### config.mk
export PLATFORM = sky130hd
export DESIGN_NAME = ipip_input_proc
export DESIGN_NICKNAME = d
export VERILOG_FILES = /design/src/ipip_pkg.sv /design/src/ipip_mem_if.sv /design/src/ipip_vel_store.sv /design/src/ipip_input_proc.sv
export SDC_FILE = /design/constraint.sdc
export NUM_CORES = 1
export LEC_CHECK = 0
export BUFFER_PORTS_ARGS = -buffer_cell sky130_fd_sc_hd__buf_2
export CAP_MARGIN = 20
export CELL_PAD_IN_SITES_DETAIL_PLACEMENT = 1
export CELL_PAD_IN_SITES_GLOBAL_PLACEMENT = 2
export CORE_MARGIN = 1
export CORE_UTILIZATION = 30
export CTS_CLUSTER_DIAMETER = 200
export CTS_CLUSTER_SIZE = 28
export DETAILED_ROUTE_END_ITERATION = 16
export PLACE_DENSITY = 0.69
export SLEW_MARGIN = 10
export SYNTH_ARGS = -nofsm -noshare
export SYNTH_HDL_FRONTEND = slang
export SYNTH_SLANG_ARGS = --single-unit
### constraint.sdc
create_clock -name core_clk_in -period 3.98 [get_ports core_clk_in]
set_input_delay 0.796 -clock core_clk_in [delete_from_list [all_inputs] [get_ports core_clk_in]]
set_output_delay 0.796 -clock core_clk_in [all_outputs]
set_load 0.01 [all_outputs]
### src/ipip_pkg.sv
package ipip_pkg;
    // Clock and timing
    localparam int CLK_KHZ = 25000;
    localparam int CLK_NS = 40;
    localparam int OSC_KHZ = 2048;
    localparam int SAMPLE_NS = 82030;
    localparam int SAMPLE_CYC = SAMPLE_NS / CLK_NS;
    localparam int ACC_W = 16;
    localparam int TMR_W = 12;

    // Gimbal angle counters
    localparam int ANGLE_W = 11;
    localparam int DIFF_W = 12;
    localparam int DIFF_LO = -4;
    localparam int DIFF_HI = 3;
    localparam int FAULT_LIMIT = 3;
    localparam int FAULT_W = 2;
    localparam int WORD_W = 12;
    localparam int FLAG_BIT = 11;
    localparam int BITS_W = 4;
    localparam int CTR_A = 0;
    localparam int CTR_B = 1;

    // Velocity storage
    localparam int VEL_W = 12;
    localparam int PHASE_W = 2;
    localparam int HIGH_W = 10;
    localparam int NUM_AXES = 3;
    localparam int NUM_WORDS = 6;
    localparam int ADDR_W = 3;
    localparam int PHASE_B = 0;
    localparam int PHASE_C = 1;
    localparam logic [1:0] BIN_WRAP_LO = 2'h0;
    localparam logic [1:0] BIN_WRAP_HI = 2'h3;

    typedef enum logic [2:0] {
        IPIP_IDLE, IPIP_READ, IPIP_WRITE, IPIP_HREAD, IPIP_HDONE
    } ipip_acc_state_t;

    // Word index is axis*2+channel; address is line*2+phase
    function automatic logic [ADDR_W-1:0] ipip_slot_addr(
        input logic [ADDR_W-1:0] idx);
        logic [1:0] axis;
        logic [1:0] line;
        axis = idx[2:1];
        if (idx[0] == 1'b0) begin
            line = (axis == 2'h2) ? 2'h0 : axis + 2'h1;
            return {line, 1'b0};
        end
        line = axis;
        return {line, 1'b1};
    endfunction

    function automatic logic [1:0] ipip_refl2bin(input logic [1:0] g);
        return {g[1], g[1] ^ g[0]};
    endfunction
endpackage

### src/ipip_mem_if.sv
`timescale 1ns/10ps
interface ipip_mem_if #(
    parameter int AW = 3,
    parameter int DW = 12
);
    logic [AW-1:0] addr;
    logic rd_en;
    logic wr_en;
    logic [DW-1:0] wdata;
    logic [DW-1:0] rdata;

    modport user (output addr, output rd_en, output wr_en,
        output wdata, input rdata);
    modport store (input addr, input rd_en, input wr_en,
        input wdata, output rdata);
endinterface

### src/ipip_vel_store.sv
`timescale 1ns/10ps
module ipip_vel_store #(
    parameter int DEPTH = 6,
    parameter int DW = 12
) (
    // Clock and reset
    input wire logic core_clk_in,
    input wire logic rst_n_in,
    // Storage port
    ipip_mem_if.store mem
);
    logic [DW-1:0] word_q [DEPTH];
    logic [DW-1:0] rdata_q;

    always_ff @(posedge core_clk_in or negedge rst_n_in) begin
        if (!rst_n_in) begin
            for (int i = 0; i < DEPTH; i++) begin
                word_q[i] <= '0;
            end
        end else if (mem.wr_en) begin
            word_q[mem.addr] <= mem.wdata;
        end
    end

    always_ff @(posedge core_clk_in or negedge rst_n_in) begin
        if (!rst_n_in) begin
            rdata_q <= '0;
        end else if (mem.rd_en) begin
            rdata_q <= word_q[mem.addr];
        end
    end

    assign mem.rdata = rdata_q;
endmodule // ipip_vel_store

### src/ipip_input_proc.sv
`timescale 1ns/10ps
module ipip_input_proc
    import ipip_pkg::*;
#(
    parameter int SAMPLE_CYCLES = SAMPLE_CYC
) (
    // Clock and reset
    input wire logic core_clk_in,
    input wire logic rst_n_in,
    // Resolver crossover detectors
    input wire logic start_xover_in,
    input wire logic stop_xover_in,
    // Computation cycle and counter choice from the flight computer
    input wire logic comp_cycle_in,
    input wire logic ctr_sel_in,
    // Gimbal angle input transfer
    input wire logic angle_rd_req_in,
    output logic angle_ready_out,
    output logic angle_ser_data_out,
    output logic angle_ser_en_out,
    output logic disagree_out,
    output logic flag_inhibit_out,
    // Encoder phase pairs {high, low}, index axis*2+channel
    input wire logic [2*ipip_pkg::NUM_WORDS-1:0] enc_phase_in,
    // Velocity input transfer
    input wire logic vel_rd_req_in,
    input wire logic [ipip_pkg::ADDR_W-1:0] vel_rd_sel_in,
    output logic [ipip_pkg::VEL_W-1:0] vel_word_out,
    output logic vel_valid_out
);
    import ipip_pkg::*;

    function automatic logic [DIFF_W-1:0] sext(
        input logic [ANGLE_W-1:0] v);
        return {v[ANGLE_W-1], v};
    endfunction

    // 2.048 MHz counting tick from a fractional accumulator
    logic [ACC_W-1:0] osc_acc_q;
    logic osc_tick_q;

    always_ff @(posedge core_clk_in or negedge rst_n_in) begin
        if (!rst_n_in) begin
            osc_acc_q <= '0;
            osc_tick_q <= 1'b0;
        end else if (osc_acc_q + ACC_W'(OSC_KHZ) >= ACC_W'(CLK_KHZ)) begin
            osc_acc_q <= osc_acc_q + ACC_W'(OSC_KHZ) - ACC_W'(CLK_KHZ);
            osc_tick_q <= 1'b1;
        end else begin
            osc_acc_q <= osc_acc_q + ACC_W'(OSC_KHZ);
            osc_tick_q <= 1'b0;
        end
    end

    // Angle counters
    logic run_q;
    logic [ANGLE_W-1:0] cnt_a_q;
    logic [ANGLE_W-1:0] cnt_b_q;

    always_ff @(posedge core_clk_in or negedge rst_n_in) begin
        if (!rst_n_in) begin
            run_q <= 1'b0;
        end else if (start_xover_in) begin
            run_q <= 1'b1;
        end else if (stop_xover_in) begin
            run_q <= 1'b0;
        end
    end

    always_ff @(posedge core_clk_in or negedge rst_n_in) begin
        if (!rst_n_in) begin
            cnt_a_q <= '0;
            cnt_b_q <= '0;
        end else if (start_xover_in) begin
            cnt_a_q <= '0;
            cnt_b_q <= '0;
        end else if (run_q && osc_tick_q && !stop_xover_in) begin
            cnt_a_q <= cnt_a_q + 1'b1;
            cnt_b_q <= cnt_b_q + 1'b1;
        end
    end

    // Difference check
    logic signed [DIFF_W-1:0] diff;
    logic diff_bad;
    logic fault;

    always_comb begin
        // Wrapped 11-bit difference read as signed, so counter wrap is benign
        diff = $signed(sext(cnt_a_q - cnt_b_q));
        diff_bad = (diff < DIFF_W'(DIFF_LO)) || (diff > DIFF_W'(DIFF_HI));
        fault = stop_xover_in && run_q && diff_bad;
    end

    // Fault tally per computation cycle and counter lock
    logic [FAULT_W-1:0] fault_cnt_q;
    logic lock_q;
    logic good_ctr_q;
    logic use_b;

    always_ff @(posedge core_clk_in or negedge rst_n_in) begin
        if (!rst_n_in) begin
            fault_cnt_q <= '0;
        end else if (fault && !lock_q) begin
            fault_cnt_q <= fault_cnt_q + 1'b1;
        end else if (comp_cycle_in) begin
            fault_cnt_q <= '0;
        end
    end

    always_ff @(posedge core_clk_in or negedge rst_n_in) begin
        if (!rst_n_in) begin
            lock_q <= 1'b0;
            good_ctr_q <= 1'b0;
        end else if (fault && !lock_q &&
                     fault_cnt_q == FAULT_W'(FAULT_LIMIT - 1)) begin
            lock_q <= 1'b1;
            good_ctr_q <= ctr_sel_in;
        end
    end

    assign use_b = lock_q ? good_ctr_q : ctr_sel_in;

    // Held angle word
    logic [WORD_W-1:0] held_q;
    logic ready_q;
    logic disagree_q;

    always_ff @(posedge core_clk_in or negedge rst_n_in) begin
        if (!rst_n_in) begin
            held_q <= '0;
            disagree_q <= 1'b0;
        end else if (stop_xover_in && run_q) begin
            held_q[ANGLE_W-1:0] <= use_b ? cnt_b_q : cnt_a_q;
            held_q[FLAG_BIT] <= diff_bad && !lock_q;
            disagree_q <= diff_bad && !lock_q;
        end
    end

    always_ff @(posedge core_clk_in or negedge rst_n_in) begin
        if (!rst_n_in) begin
            ready_q <= 1'b0;
        end else if (stop_xover_in && run_q) begin
            ready_q <= 1'b1;
        end else if (angle_rd_req_in) begin
            ready_q <= 1'b0;
        end
    end

    // Serial shifter, MSB first
    logic [WORD_W-1:0] shift_q;
    logic [BITS_W-1:0] bits_left_q;
    logic ser_data_q;
    logic ser_en_q;

    always_ff @(posedge core_clk_in or negedge rst_n_in) begin
        if (!rst_n_in) begin
            shift_q <= '0;
            bits_left_q <= '0;
            ser_data_q <= 1'b0;
            ser_en_q <= 1'b0;
        end else if (angle_rd_req_in && bits_left_q == '0) begin
            shift_q <= held_q << 1;
            bits_left_q <= BITS_W'(WORD_W - 1);
            ser_data_q <= held_q[WORD_W-1];
            ser_en_q <= 1'b1;
        end else if (bits_left_q != '0) begin
            shift_q <= shift_q << 1;
            bits_left_q <= bits_left_q - 1'b1;
            ser_data_q <= shift_q[WORD_W-1];
            ser_en_q <= 1'b1;
        end else begin
            ser_data_q <= 1'b0;
            ser_en_q <= 1'b0;
        end
    end

    // Encoder sample period
    logic [TMR_W-1:0] samp_cnt_q;
    logic samp_pend_q;
    logic host_pend_q;
    logic [ADDR_W-1:0] host_sel_q;
    logic [2*NUM_WORDS-1:0] samp_q;
    ipip_acc_state_t state_q;
    logic [ADDR_W-1:0] slot_q;
    logic samp_take;
    logic host_take;

    assign samp_take = (state_q == IPIP_IDLE) && samp_pend_q;
    assign host_take = (state_q == IPIP_IDLE) && !samp_pend_q &&
        host_pend_q;

    always_ff @(posedge core_clk_in or negedge rst_n_in) begin
        if (!rst_n_in) begin
            samp_cnt_q <= '0;
        end else if (samp_cnt_q == TMR_W'(SAMPLE_CYCLES - 1)) begin
            samp_cnt_q <= '0;
        end else begin
            samp_cnt_q <= samp_cnt_q + 1'b1;
        end
    end

    always_ff @(posedge core_clk_in or negedge rst_n_in) begin
        if (!rst_n_in) begin
            samp_pend_q <= 1'b0;
            samp_q <= '0;
        end else if (samp_cnt_q == TMR_W'(SAMPLE_CYCLES - 1)) begin
            samp_pend_q <= 1'b1;
            samp_q <= enc_phase_in;
        end else if (samp_take) begin
            samp_pend_q <= 1'b0;
        end
    end

    always_ff @(posedge core_clk_in or negedge rst_n_in) begin
        if (!rst_n_in) begin
            host_pend_q <= 1'b0;
            host_sel_q <= '0;
        end else if (vel_rd_req_in) begin
            // A request on the taking edge is served by that same read
            host_pend_q <= !host_take;
            host_sel_q <= vel_rd_sel_in;
        end else if (host_take) begin
            host_pend_q <= 1'b0;
        end
    end

    // Accumulator sweep over the six stored words
    ipip_mem_if #(.AW(ADDR_W), .DW(VEL_W)) mem ();

    ipip_vel_store #(.DEPTH(NUM_WORDS), .DW(VEL_W)) u_store (
        .core_clk_in(core_clk_in),
        .rst_n_in(rst_n_in),
        .mem(mem.store)
    );

    logic [1:0] new_bin;
    logic [1:0] old_bin;
    logic [HIGH_W-1:0] high_old;
    logic [HIGH_W-1:0] high_new;

    always_comb begin
        new_bin = ipip_refl2bin(samp_q[2*slot_q +: 2]);
        old_bin = mem.rdata[PHASE_W-1:0];
        high_old = mem.rdata[VEL_W-1:PHASE_W];
        high_new = high_old;
        // Forward steps count down in true binary, so 0->3 wraps forward
        if (old_bin == BIN_WRAP_LO && new_bin == BIN_WRAP_HI) begin
            high_new = high_old + 1'b1;
        end else if (old_bin == BIN_WRAP_HI && new_bin == BIN_WRAP_LO) begin
            high_new = high_old - 1'b1;
        end
    end

    always_comb begin
        mem.rd_en = 1'b0;
        mem.wr_en = 1'b0;
        mem.addr = ipip_slot_addr(slot_q);
        mem.wdata = {high_new, new_bin};
        case (state_q)
            IPIP_READ: begin
                mem.rd_en = 1'b1;
            end
            IPIP_WRITE: begin
                mem.wr_en = 1'b1;
            end
            IPIP_HREAD: begin
                mem.rd_en = 1'b1;
                mem.addr = ipip_slot_addr(host_sel_q);
            end
            default: begin
                mem.rd_en = 1'b0;
            end
        endcase
    end

    always_ff @(posedge core_clk_in or negedge rst_n_in) begin
        if (!rst_n_in) begin
            state_q <= IPIP_IDLE;
            slot_q <= '0;
        end else begin
            case (state_q)
                IPIP_IDLE: begin
                    slot_q <= '0;
                    if (samp_take) begin
                        state_q <= IPIP_READ;
                    end else if (host_take) begin
                        state_q <= IPIP_HREAD;
                    end
                end
                IPIP_READ: begin
                    state_q <= IPIP_WRITE;
                end
                IPIP_WRITE: begin
                    if (slot_q == ADDR_W'(NUM_WORDS - 1)) begin
                        state_q <= IPIP_IDLE;
                    end else begin
                        slot_q <= slot_q + 1'b1;
                        state_q <= IPIP_READ;
                    end
                end
                IPIP_HREAD: begin
                    state_q <= IPIP_HDONE;
                end
                IPIP_HDONE: begin
                    state_q <= IPIP_IDLE;
                end
                default: begin
                    state_q <= IPIP_IDLE;
                end
            endcase
        end
    end

    // Velocity word return
    logic [VEL_W-1:0] vel_word_q;
    logic vel_valid_q;

    always_ff @(posedge core_clk_in or negedge rst_n_in) begin
        if (!rst_n_in) begin
            vel_word_q <= '0;
            vel_valid_q <= 1'b0;
        end else if (state_q == IPIP_HDONE) begin
            vel_word_q <= mem.rdata;
            vel_valid_q <= 1'b1;
        end else begin
            vel_valid_q <= 1'b0;
        end
    end

    assign angle_ready_out = ready_q;
    assign angle_ser_data_out = ser_data_q;
    assign angle_ser_en_out = ser_en_q;
    assign disagree_out = disagree_q;
    assign flag_inhibit_out = lock_q;
    assign vel_word_out = vel_word_q;
    assign vel_valid_out = vel_valid_q;
endmodule // ipip_input_proc

* Word-level counts from Yosys, hierarchy flattened *
Index checks and enable logic that the tools add are counted.

word-level totals
  register bits = 208
  output and inout port bits = 18
  input port bits = 23
  word-level logic and storage cells = 151

cells by class
  reduce and logical (&&, ||, !) cells = 34
  equality and inequality tests = 13
  bitwise gates (word level) = 2
  muxes and demuxes = 52
  add/sub/neg operators = 13
  shifts and indexed selects = 1
  order comparisons = 5

operator list
  operator                                                                  number
  72-bit bitwise mux                                                        1
  12-bit 2-to-1 mux                                                         6
  11-bit 2-to-1 mux                                                         5
  12-bit binary-select mux with 3-bit select                                1
  12-bit demux with 3-bit select                                            1
  11-bit by 1-bit adder with 11-bit output (second input constant)          2
  3-bit 2-to-1 mux                                                          7
  1-bit 2-to-1 mux                                                          20
  10-bit 2-to-1 mux                                                         2
  16-bit by 12-bit adder with 16-bit output (second input constant)         1
  16-bit by 15-bit >= comparator with 1-bit output (second input constant)  1
  16-bit 2-to-1 mux                                                         1
  2-bit nonzero test                                                        8
  16-bit by 15-bit subtractor with 16-bit output (second input constant)    1
  1-bit logical AND                                                         14
  12-bit by 1-bit adder with 12-bit output (second input constant)          1
  12-bit == test (second input constant)                                    1
  3-bit case mux with 4 select lines                                        1
  12-bit by 5-bit indexed part select with 2-bit output                     1
  11-bit by 3-bit > comparator with 1-bit output (second input constant)    1
  11-bit by 3-bit < comparator with 1-bit output (second input constant)    1
  11-bit subtractor                                                         1
  10-bit by 1-bit adder with 10-bit output (second input constant)          1
  2-bit == test (second input constant)                                     5
  other kinds (24)                                                          36

* Longest topological paths before layout *
Gate-level depths: netlist (run 1).

  depth in word-level cells = 11
  gate-level depth with buffers = 13
  mapped depth without buffers = 12

* Cells and area by module *
From an unflattened synthesis (run 1), not the netlist that was laid out.

unflattened totals
  cells, all modules = 928
  area, all modules = 10,162.2 um^2

modules (own cells, without submodules)
  module           area an instance (um^2)  instances  cells each  sequential area each (um^2)
  ipip_input_proc  6,432.4                  1          665         2,977.9
  ipip_vel_store   3,729.8                  1          263         2,102.0

* Worst setup path after synthesis (run 1) *
No wires, ideal clock.

  kind = reg-to-reg
  start point = reg slot_q[0]
  end point = reg u_store.word_q[58] (netlist name)
  stages on the path, launching flop included = 12
  buffers on the path = 1
  slack = 1.183 ns
  setup time = 0.125 ns
  required time = 3.855 ns
  period minus slack after synthesis = 2.797 ns
  data arrival time = 2.672 ns
  cell sequence = dfrtp_1 -> buf_2 -> mux4_2 -> nand2_1 -> o31a_1 -> ha_1 -> nand3_1 -> nor2_1 -> nand3_1 -> o32ai_1 -> xnor2_1 -> mux2_2

on the way
  longest elaborated chain between the ends = 8
  elaborated cells on any way between the ends = 17
  classes of those cells = 2 x order compare; 1 x eq/ne; 1 x shift; 7 x mux; 2 x bitwise; 4 x reduce/logical

ends and longest elaborated chain
  item                                                                                                               line                    text
  start: declaration                                                                                                 ipip_input_proc.sv:185  logic [ADDR_W-1:0] slot_q;
  start signal: assignment                                                                                           ipip_input_proc.sv:298  slot_q <= slot_q + 1'b1;
  3-bit 2-to-1 mux                                                                                                   ipip_pkg.sv:50          line = axis;
  3-bit 2-to-1 mux                                                                                                   ipip_input_proc.sv:260  case (state_q)
  3-bit inverter with 4-bit output (implied by the code)                                                             ipip_vel_store.sv:21    word_q[mem.addr] <= mem.wdata;
  4-bit >= comparator (implied by the code) / 4-bit by 1-bit < comparator with 1-bit output (equally long branches)  ipip_vel_store.sv:21
  1-bit logical AND (implied by the code)                                                                            ipip_vel_store.sv:21
  12-bit 2-to-1 mux (implied by the code)                                                                            ipip_vel_store.sv:21
  12-bit demux with 3-bit select                                                                                     ipip_vel_store.sv:21
  72-bit bitwise mux *                                                                                               ipip_vel_store.sv:21
  end signal: indexed assignment                                                                                     ipip_vel_store.sv:21
  end: declaration                                                                                                   ipip_vel_store.sv:12    logic [DW-1:0] word_q [DEPTH];

Mark *: on every way between the ends. The rest lies on a longest branch, timed or not.
A chain may end at the register's enable or synchronous reset.

* Final worst setup path (run 1) *
  start point = reg slot_q[0]
  end point = reg u_store.word_q[9] (netlist name)

The elaborated chain is that of the path after synthesis.

==> results of run 1 <==
-- flip-flops by register name, summed over array words and instances, names as in the netlist, 2 cells and up --
signal and flops:
state_q 3, osc_acc_q 13, cnt_a_q 11, samp_cnt_q 12, u_store.word_q 72, shift_q 11
slot_q 3, cnt_b_q 11, host_sel_q 3, fault_cnt_q 2, samp_q 12, vel_word_out 12
held_q 12, bits_left_q 4, u_store.mem.rdata 12
-- layer usage --
| layer | global-route usage | wire [um] | up-vias |
|---|---|---|---|
| met5 | 0 | 0 | - |
| met4 | 0.0334 | 443 | 0 |
| met3 | 0.0144 | 411 | 23 |
| met2 | 0.233 | 10800 | 54 |
| met1 | 0.183 | 10800 | 3413 |
| li1 | - | - | 3311 |
-- path summary, 6_finish.rpt --
check                               start                end  slack [ns]  depth (start not counted)
worst max-delay path            slot_q[0]  u_store.word_q[9]         1.0                         11
worst min-delay path             rst_n_in      osc_acc_q[12]        0.40                          1
worst max register to register  slot_q[0]  u_store.word_q[9]         1.0                         11
worst min register to register  held_q[0]          held_q[0]        0.49                          2
max in group asynchronous        rst_n_in   vel_word_out[10]        2.68                          2
min in group core_clk_in        held_q[0]          held_q[0]        0.49                          2
-- report_power, final --
part / switching [uW] / leakage [uW] / internal [uW]
logic: 1310 / 0.00211 / 1010
registers: 402 / 0.00260 / 2560
clock network: 707 / 0.000147 / 518
total: 2420 / 0.00485 / 4090
-- cells in the final DEF (no fill, tap or decap), types with 4 or more instances in the layout --
cell type,instances
a22oi_1,13
buf_2,39
a21oi_1,46
nand2_1,97
xnor2_1,39
buf_4,11
nor3_1,11
inv_1,36
dfrtp_1,203
ha_1,25
nand3_1,20
and3_1,7
mux2_2,88
xor2_1,19
clkbuf_16,11
nand4_1,13
nand2b_1,6
or2_2,5
o21ai_0,67
a21o_1,4
mux2i_1,45
and2_1,6
nor2_1,77
nor4b_1,4
a31oi_1,7
-- kinds of logic (layout without fill, tap and decap cells) --
kind of cell,count (synthesis),count (layout),share of synthesized area
flip-flops,203,203,0.503
adder cells (fa/ha/maj),26,26,0.0330
AO/OA/AOI/OAI,166,166,0.101
XOR/XNOR,59,59,0.0519
AND/OR/NAND/NOR,271,271,0.129
multiplexers,138,138,0.151
buffers and inverters,76,100,0.0319
-- worst reg2reg max path: cells and delay by family (launching register included) --
family | cells | cell delay [ns]
and+or+nand+nor | 5 | 0.77
muxes | 2 | 0.76
AOI/OAI and AO/OA | 2 | 0.32
adders and majority gates | 1 | 0.19
xor gates and xnor gates | 1 | 0.43
DFF | 1 | 0.46
-- cell type report --
| class | instances | area share |
|---|---|---|
| Sequential cell | 203 | 0.458 |
| Multi-Input combinational cell | 660 | 0.425 |
| Tap cell | 442 | 0.0498 |
| Timing Repair Buffer | 52 | 0.0281 |
| Clock buffer | 11 | 0.0248 |
| Inverter | 36 | 0.0122 |
| Clock inverter | 1 | 0.00271 |
-- metrics by stage --
stage / util / cell area (um^2) / std cells / total power, uW / hold WS [ns]
floorplan: - / 10100 / 939 / 4620 / 0.438
global placement: 0.329 / 10800 / 1393 / 5310 / 0.463
finish: 0.338 / 11100 / 1405 / 6510 / 0.397
detailed placement: 0.329 / 10800 / 1393 / 5380 / 0.465
CTS: 0.338 / 11100 / 1405 / 6650 / 0.433
global route: 0.338 / 11100 / 1405 / 7010 / 0.455
==> impl_metrics.ini, run 1 <==
[yosys]
yosysTopAreaCell = dfrtp_1
post_synth_instance_area_um2 = 10100
yosysMostFrequentCell = dfrtp_1
synth_area_per_cell_um2 = 10.8
async_flop_share = 1.00
synthTopCellsByArea = dfrtp_1, mux2_2, mux2i_1
synth.ff_latch_count = 203
yosysSeqAreaShare = 0.503
synth_nets = 988
synth.cells.most_frequent = dfrtp_1, nand2_1, mux2_2
synth-edff-count = 0
synth.top_cell.area_share = 0.503
yosys_warnings = 0
synth.distinct_cells = 66
synthCells = 939
synthFlopType = dfrtp_1

[clock_network]
cts.repair.resized = 0
cts.path.max_buffers = 3
post_cts_buffers = 0
clk_pin_slew_worst_paths_ns = 0.11
htreeDepth = 1
cts_tree = yes
hold_buffers = 0
cts_buffers = 11
clock-sinks = 203
cts_root_buf = clkbuf_16
clkLatencyLatePin_ns = 0.48

[timing]
rsz0062_at_grt = no
period_needed_ns = 2.98
final_max_slew_viol_count = 0
fmax_ghz = 0.335
fin_setup_tns_ns = 0
worstMarginPinSlew_ns = 0.979
relSlewSlack = 0.344
worst_slack_ns = 0.997
finClkSkew_ns = 0.0286
min_period_over_period = 0.750
finalSetupViolCount = 0
hold_violations = 0

[routing]
vias_per_cell = 4.84
routed_wl_um = 22500
wl_per_cell_um = 16.0
postRouteAntennaNets = 0
drc = 0
via_count = 6801
first_iter_violations = 237
dr.pass1.iters = 6

[power_and_ir_drop]
cellPowerDensity_nw_per_um2 = 587
peakVddDrop_uv = 291
p_leak_uw = 0.00485

[grt]
grt_pass1_vias = 7119
grt_pass1_wl_um = 37600
grt_use_total = 0.136
antenna_found_initial = 0
grt_max_degree = 99
grt_remaining_overflow = 0

[layout]
nFillCells = 3698
ff_latch_area_um2 = 5080
diodes = 0
multi_input_area_um2 = 4710
syn2layout_area_growth_pct = 9.92
drive_gt1_frac = 0.183
nets = 1013

[placement]
io_buffers = 40
dp_slack_ns = 0.972
place.gp.congestion = 0.709
dp_hpwl_um = 15300

[critical_path]
crit_chain = mux4_2, nand2_1, o31a_1, ha_1, and2_1, nand4_1, nor2_1, nand4_1, o21ai_0, xor2_1, mux2_2
worstSetupPathType = reg -> reg
start_kind = flop
cp_max_fo = 6
arrival_ns = 3.41
cp_top_family = simple AND/OR/NAND/NOR gates
crit_buf_inv = 0
required_ns = 4.40
slowest_delay_ns = 0.52
slowest_stage = mux4_2
cp-end-kind = flop
cpMostUsedCell = nand4_1

[floorplanning]
coreArea_um2 = 32800
die_w_um = 185
die_area_um2 = 34400
start_util = 0.308
ioPinCount = 41
fp.dieH_um = 185
rows = 66

[status]
status = finished, final reports clean

[hold_path]
min_path_type = in -> async

[run]
maxCapViolCount = 0
(Power assumes the default switching activity.)
==> run 2: changes to the inputs <==
--- a/config.mk
+++ b/config.mk
@@ -14,7 +14,7 @@
 export CTS_CLUSTER_DIAMETER = 200
 export CTS_CLUSTER_SIZE = 28
 export DETAILED_ROUTE_END_ITERATION = 16
-export PLACE_DENSITY = 0.69
+export PLACE_DENSITY = 0.71
 export SLEW_MARGIN = 10
 export SYNTH_ARGS = -nofsm -noshare
 export SYNTH_HDL_FRONTEND = slang
==> constraint.sdc (replaced) <==
create_clock -name core_clk_in -period 2.55 [get_ports core_clk_in]
set_input_delay 0.51 -clock core_clk_in [delete_from_list [all_inputs] [get_ports core_clk_in]]
set_output_delay 0.51 -clock core_clk_in [all_outputs]
set_load 0.01 [all_outputs]
==> run 2 against run 1 <==
Net effect: the flow now finishes with violations (negative hold slack, negative setup slack); via count up 4.8%; core utilization up 2.8 points; clock skew rose by 0.0050 ns; worst hold slack lost 0.40 ns; power is 68% higher.
==> impl_metrics.ini, run 2 (same netlist as run 1, synthesis figures left out) <==
[timing]
hold_violations = 1
fmax_ghz = 0.359
holdWs_ns = -0.00733
rsz0062_at_grt = yes
min_period_over_period = 1.09
worstMarginPinSlew_ns = 0.619
period_needed_ns = 2.79
finClkSkew_ns = 0.0336
relSlewSlack = 0.582
finalSetupViolCount = 47
worst_slack_ns = -0.239
final_max_slew_viol_count = 0

[power_and_ir_drop]
p_int_uw = 6900
pwr-share-clk = 0.174
p_leak_uw = 0.00531
peakVddDrop_uv = 439
p_switching_uw = 4030
p_comb_frac = 0.402
power.share.switching = 0.369
seq_power_share = 0.424
cellPowerDensity_nw_per_um2 = 911

[floorplanning]
start_util = 0.308
coreArea_um2 = 32800
ioPinCount = 41
rows = 66
die_w_um = 185
fp.dieH_um = 185
die_area_um2 = 34400

[critical_path]
start_kind = flop
crit_start = slot_q[0]
cp-end-kind = flop
cp_max_fo = 6
arrival_ns = 3.15
cp_top_family = multiplexers
worstSetupPathType = reg -> reg
crit_chain = mux4_2, nand2_1, o31a_1, buf_4, ha_4, nand3_4, nor2_4, nand3_4, nor4_2, a21oi_2, xnor2_2, mux2_2
reg2reg_depth = 12
required_ns = 2.91
rr_endpoint = u_store.word_q[47]
setup.worst_path.end = u_store.word_q[47]
rrSetupSlack_ns = -0.24
crit_buf_inv = 1
r2r-start = slot_q[0]
slowest_stage = mux4_2
cpMostUsedCell = nand3_4
cp.depth = 12
slowest_delay_ns = 0.51

[routing]
dr.pass1.iters = 4
vias_per_cell = 4.86
drc = 0
first_iter_violations = 318
via_count = 7130
wl_per_cell_um = 15.8
postRouteAntennaNets = 0
routed_wl_um = 23200

[placement]
dp_slack_ns = -0.240
place.gp.congestion = 0.744
dp_hpwl_um = 16000
io_buffers = 40

[grt]
grt_max_degree = 59
grt_pass1_vias = 7450
antenna_found_initial = 0
grt_pass1_wl_um = 38700
grt_use_total = 0.140
grt_remaining_overflow = 0

[layout]
nets = 1075
top_register = u_store.word_q
drive_gt1_frac = 0.267
syn2layout_area_growth_pct = 18.9
largest_reg_flops = 72
reg.largest.list = u_store.word_q (72), osc_acc_q (13)
final_common_cell = dfrtp_1
layout_common_cells = dfrtp_1, nand2_1, nor2_1
nFillCells = 3657
diodes = 0

[clock_network]
cts_root_buf = clkbuf_16
cts_buffers = 11
cts.path.max_buffers = 3
clk_pin_slew_worst_paths_ns = 0.11
clock-sinks = 203
hold_buffers = 0
clkLatencyLatePin_ns = 0.48
cts_tree = yes
htreeDepth = 1

[hold_path]
min_path_type = in -> async

[run]
maxCapViolCount = 0

[status]
violations = negative hold slack, negative setup slack
status = finished with violations
[run 2: power by group through the flow]
stage / combinational [uW] / sequential (uW) / clock, uW
finish: 4390 / 4640 / 1900
floorplan: 2750 / 4510 / 0
global placement: 3970 / 4620 / 0
CTS: 4210 / 4600 / 2010
detailed placement: 4030 / 4650 / 0
global route: 4880 / 4760 / 2100
[run 2: final cells by class]
cell class / count / area, um^2 / area share
clock buffers: 11 / 275 / 0.0229
clock inverters: 1 / 30.0 / 0.00250
inverters: 36 / 135 / 0.0113
multi-input cells: 660 / 5050 / 0.421
flip-flops and latches: 203 / 5080 / 0.423
well taps: 442 / 553 / 0.0461
repair buffers: 114 / 876 / 0.0730
[run 2: worst min-delay path by stage]
| stage | end | slack (ns) | depth (start not counted) |
|---|---|---|---|
| floorplan | angle_ready_out | 0.21 | 0 |
| global placement | osc_acc_q[10] | 0.46 | 1 |
| detailed placement | shift_q[11] | 0.47 | 2 |
| CTS | host_pend_q | 0.01 | 1 |
| global route | host_pend_q | 0.02 | 1 |
| finish | host_pend_q | -0.007 | 1 |
[run 2: stage by stage]
stage	cells	utilization	total power [uW]	cell area, um^2	setup TNS (ns)
2_1_floorplan	939	-	7260	10100	-3.19
3_3_place_gp	1442	0.344	8590	11300	-5.74
3_5_place_dp	1442	0.344	8680	11300	-7.11
4_1_cts	1458	0.359	10800	11800	-4.06
5_1_grt	1467	0.366	11700	12000	-14.26
6_report	1467	0.366	10900	12000	-5.90
[run 2: layer usage]
layer | global-route usage | wire length, um | share of wire | vias up
met2 | 0.244 | 11400 | 0.49 | 47
met1 | 0.187 | 11000 | 0.47 | 3617
met5 | 0 | 0 | 0 | -
met4 | 0.0261 | 310 | 0.013 | 0
li1 | - | - | - | 3442
met3 | 0.0175 | 524 | 0.023 | 24
[run 2: worst reg2reg max path: cells and delay by family, from the launching register on]
kind / cells / cell delay (ns)
compound gates: 2 / 0.31
xor+xnor: 1 / 0.19
fa+ha+maj: 1 / 0.14
buf+inv: 1 / 0.15
flops: 1 / 0.43
mux: 2 / 0.79
simple gates: 5 / 0.66
[run 2: what timing repair did]
action	in CTS	in global routing
buffers inserted	4	12
pin swaps	5	19
resized for setup	26	37
cloned	0	0
endpoints found under the setup margin	47	65
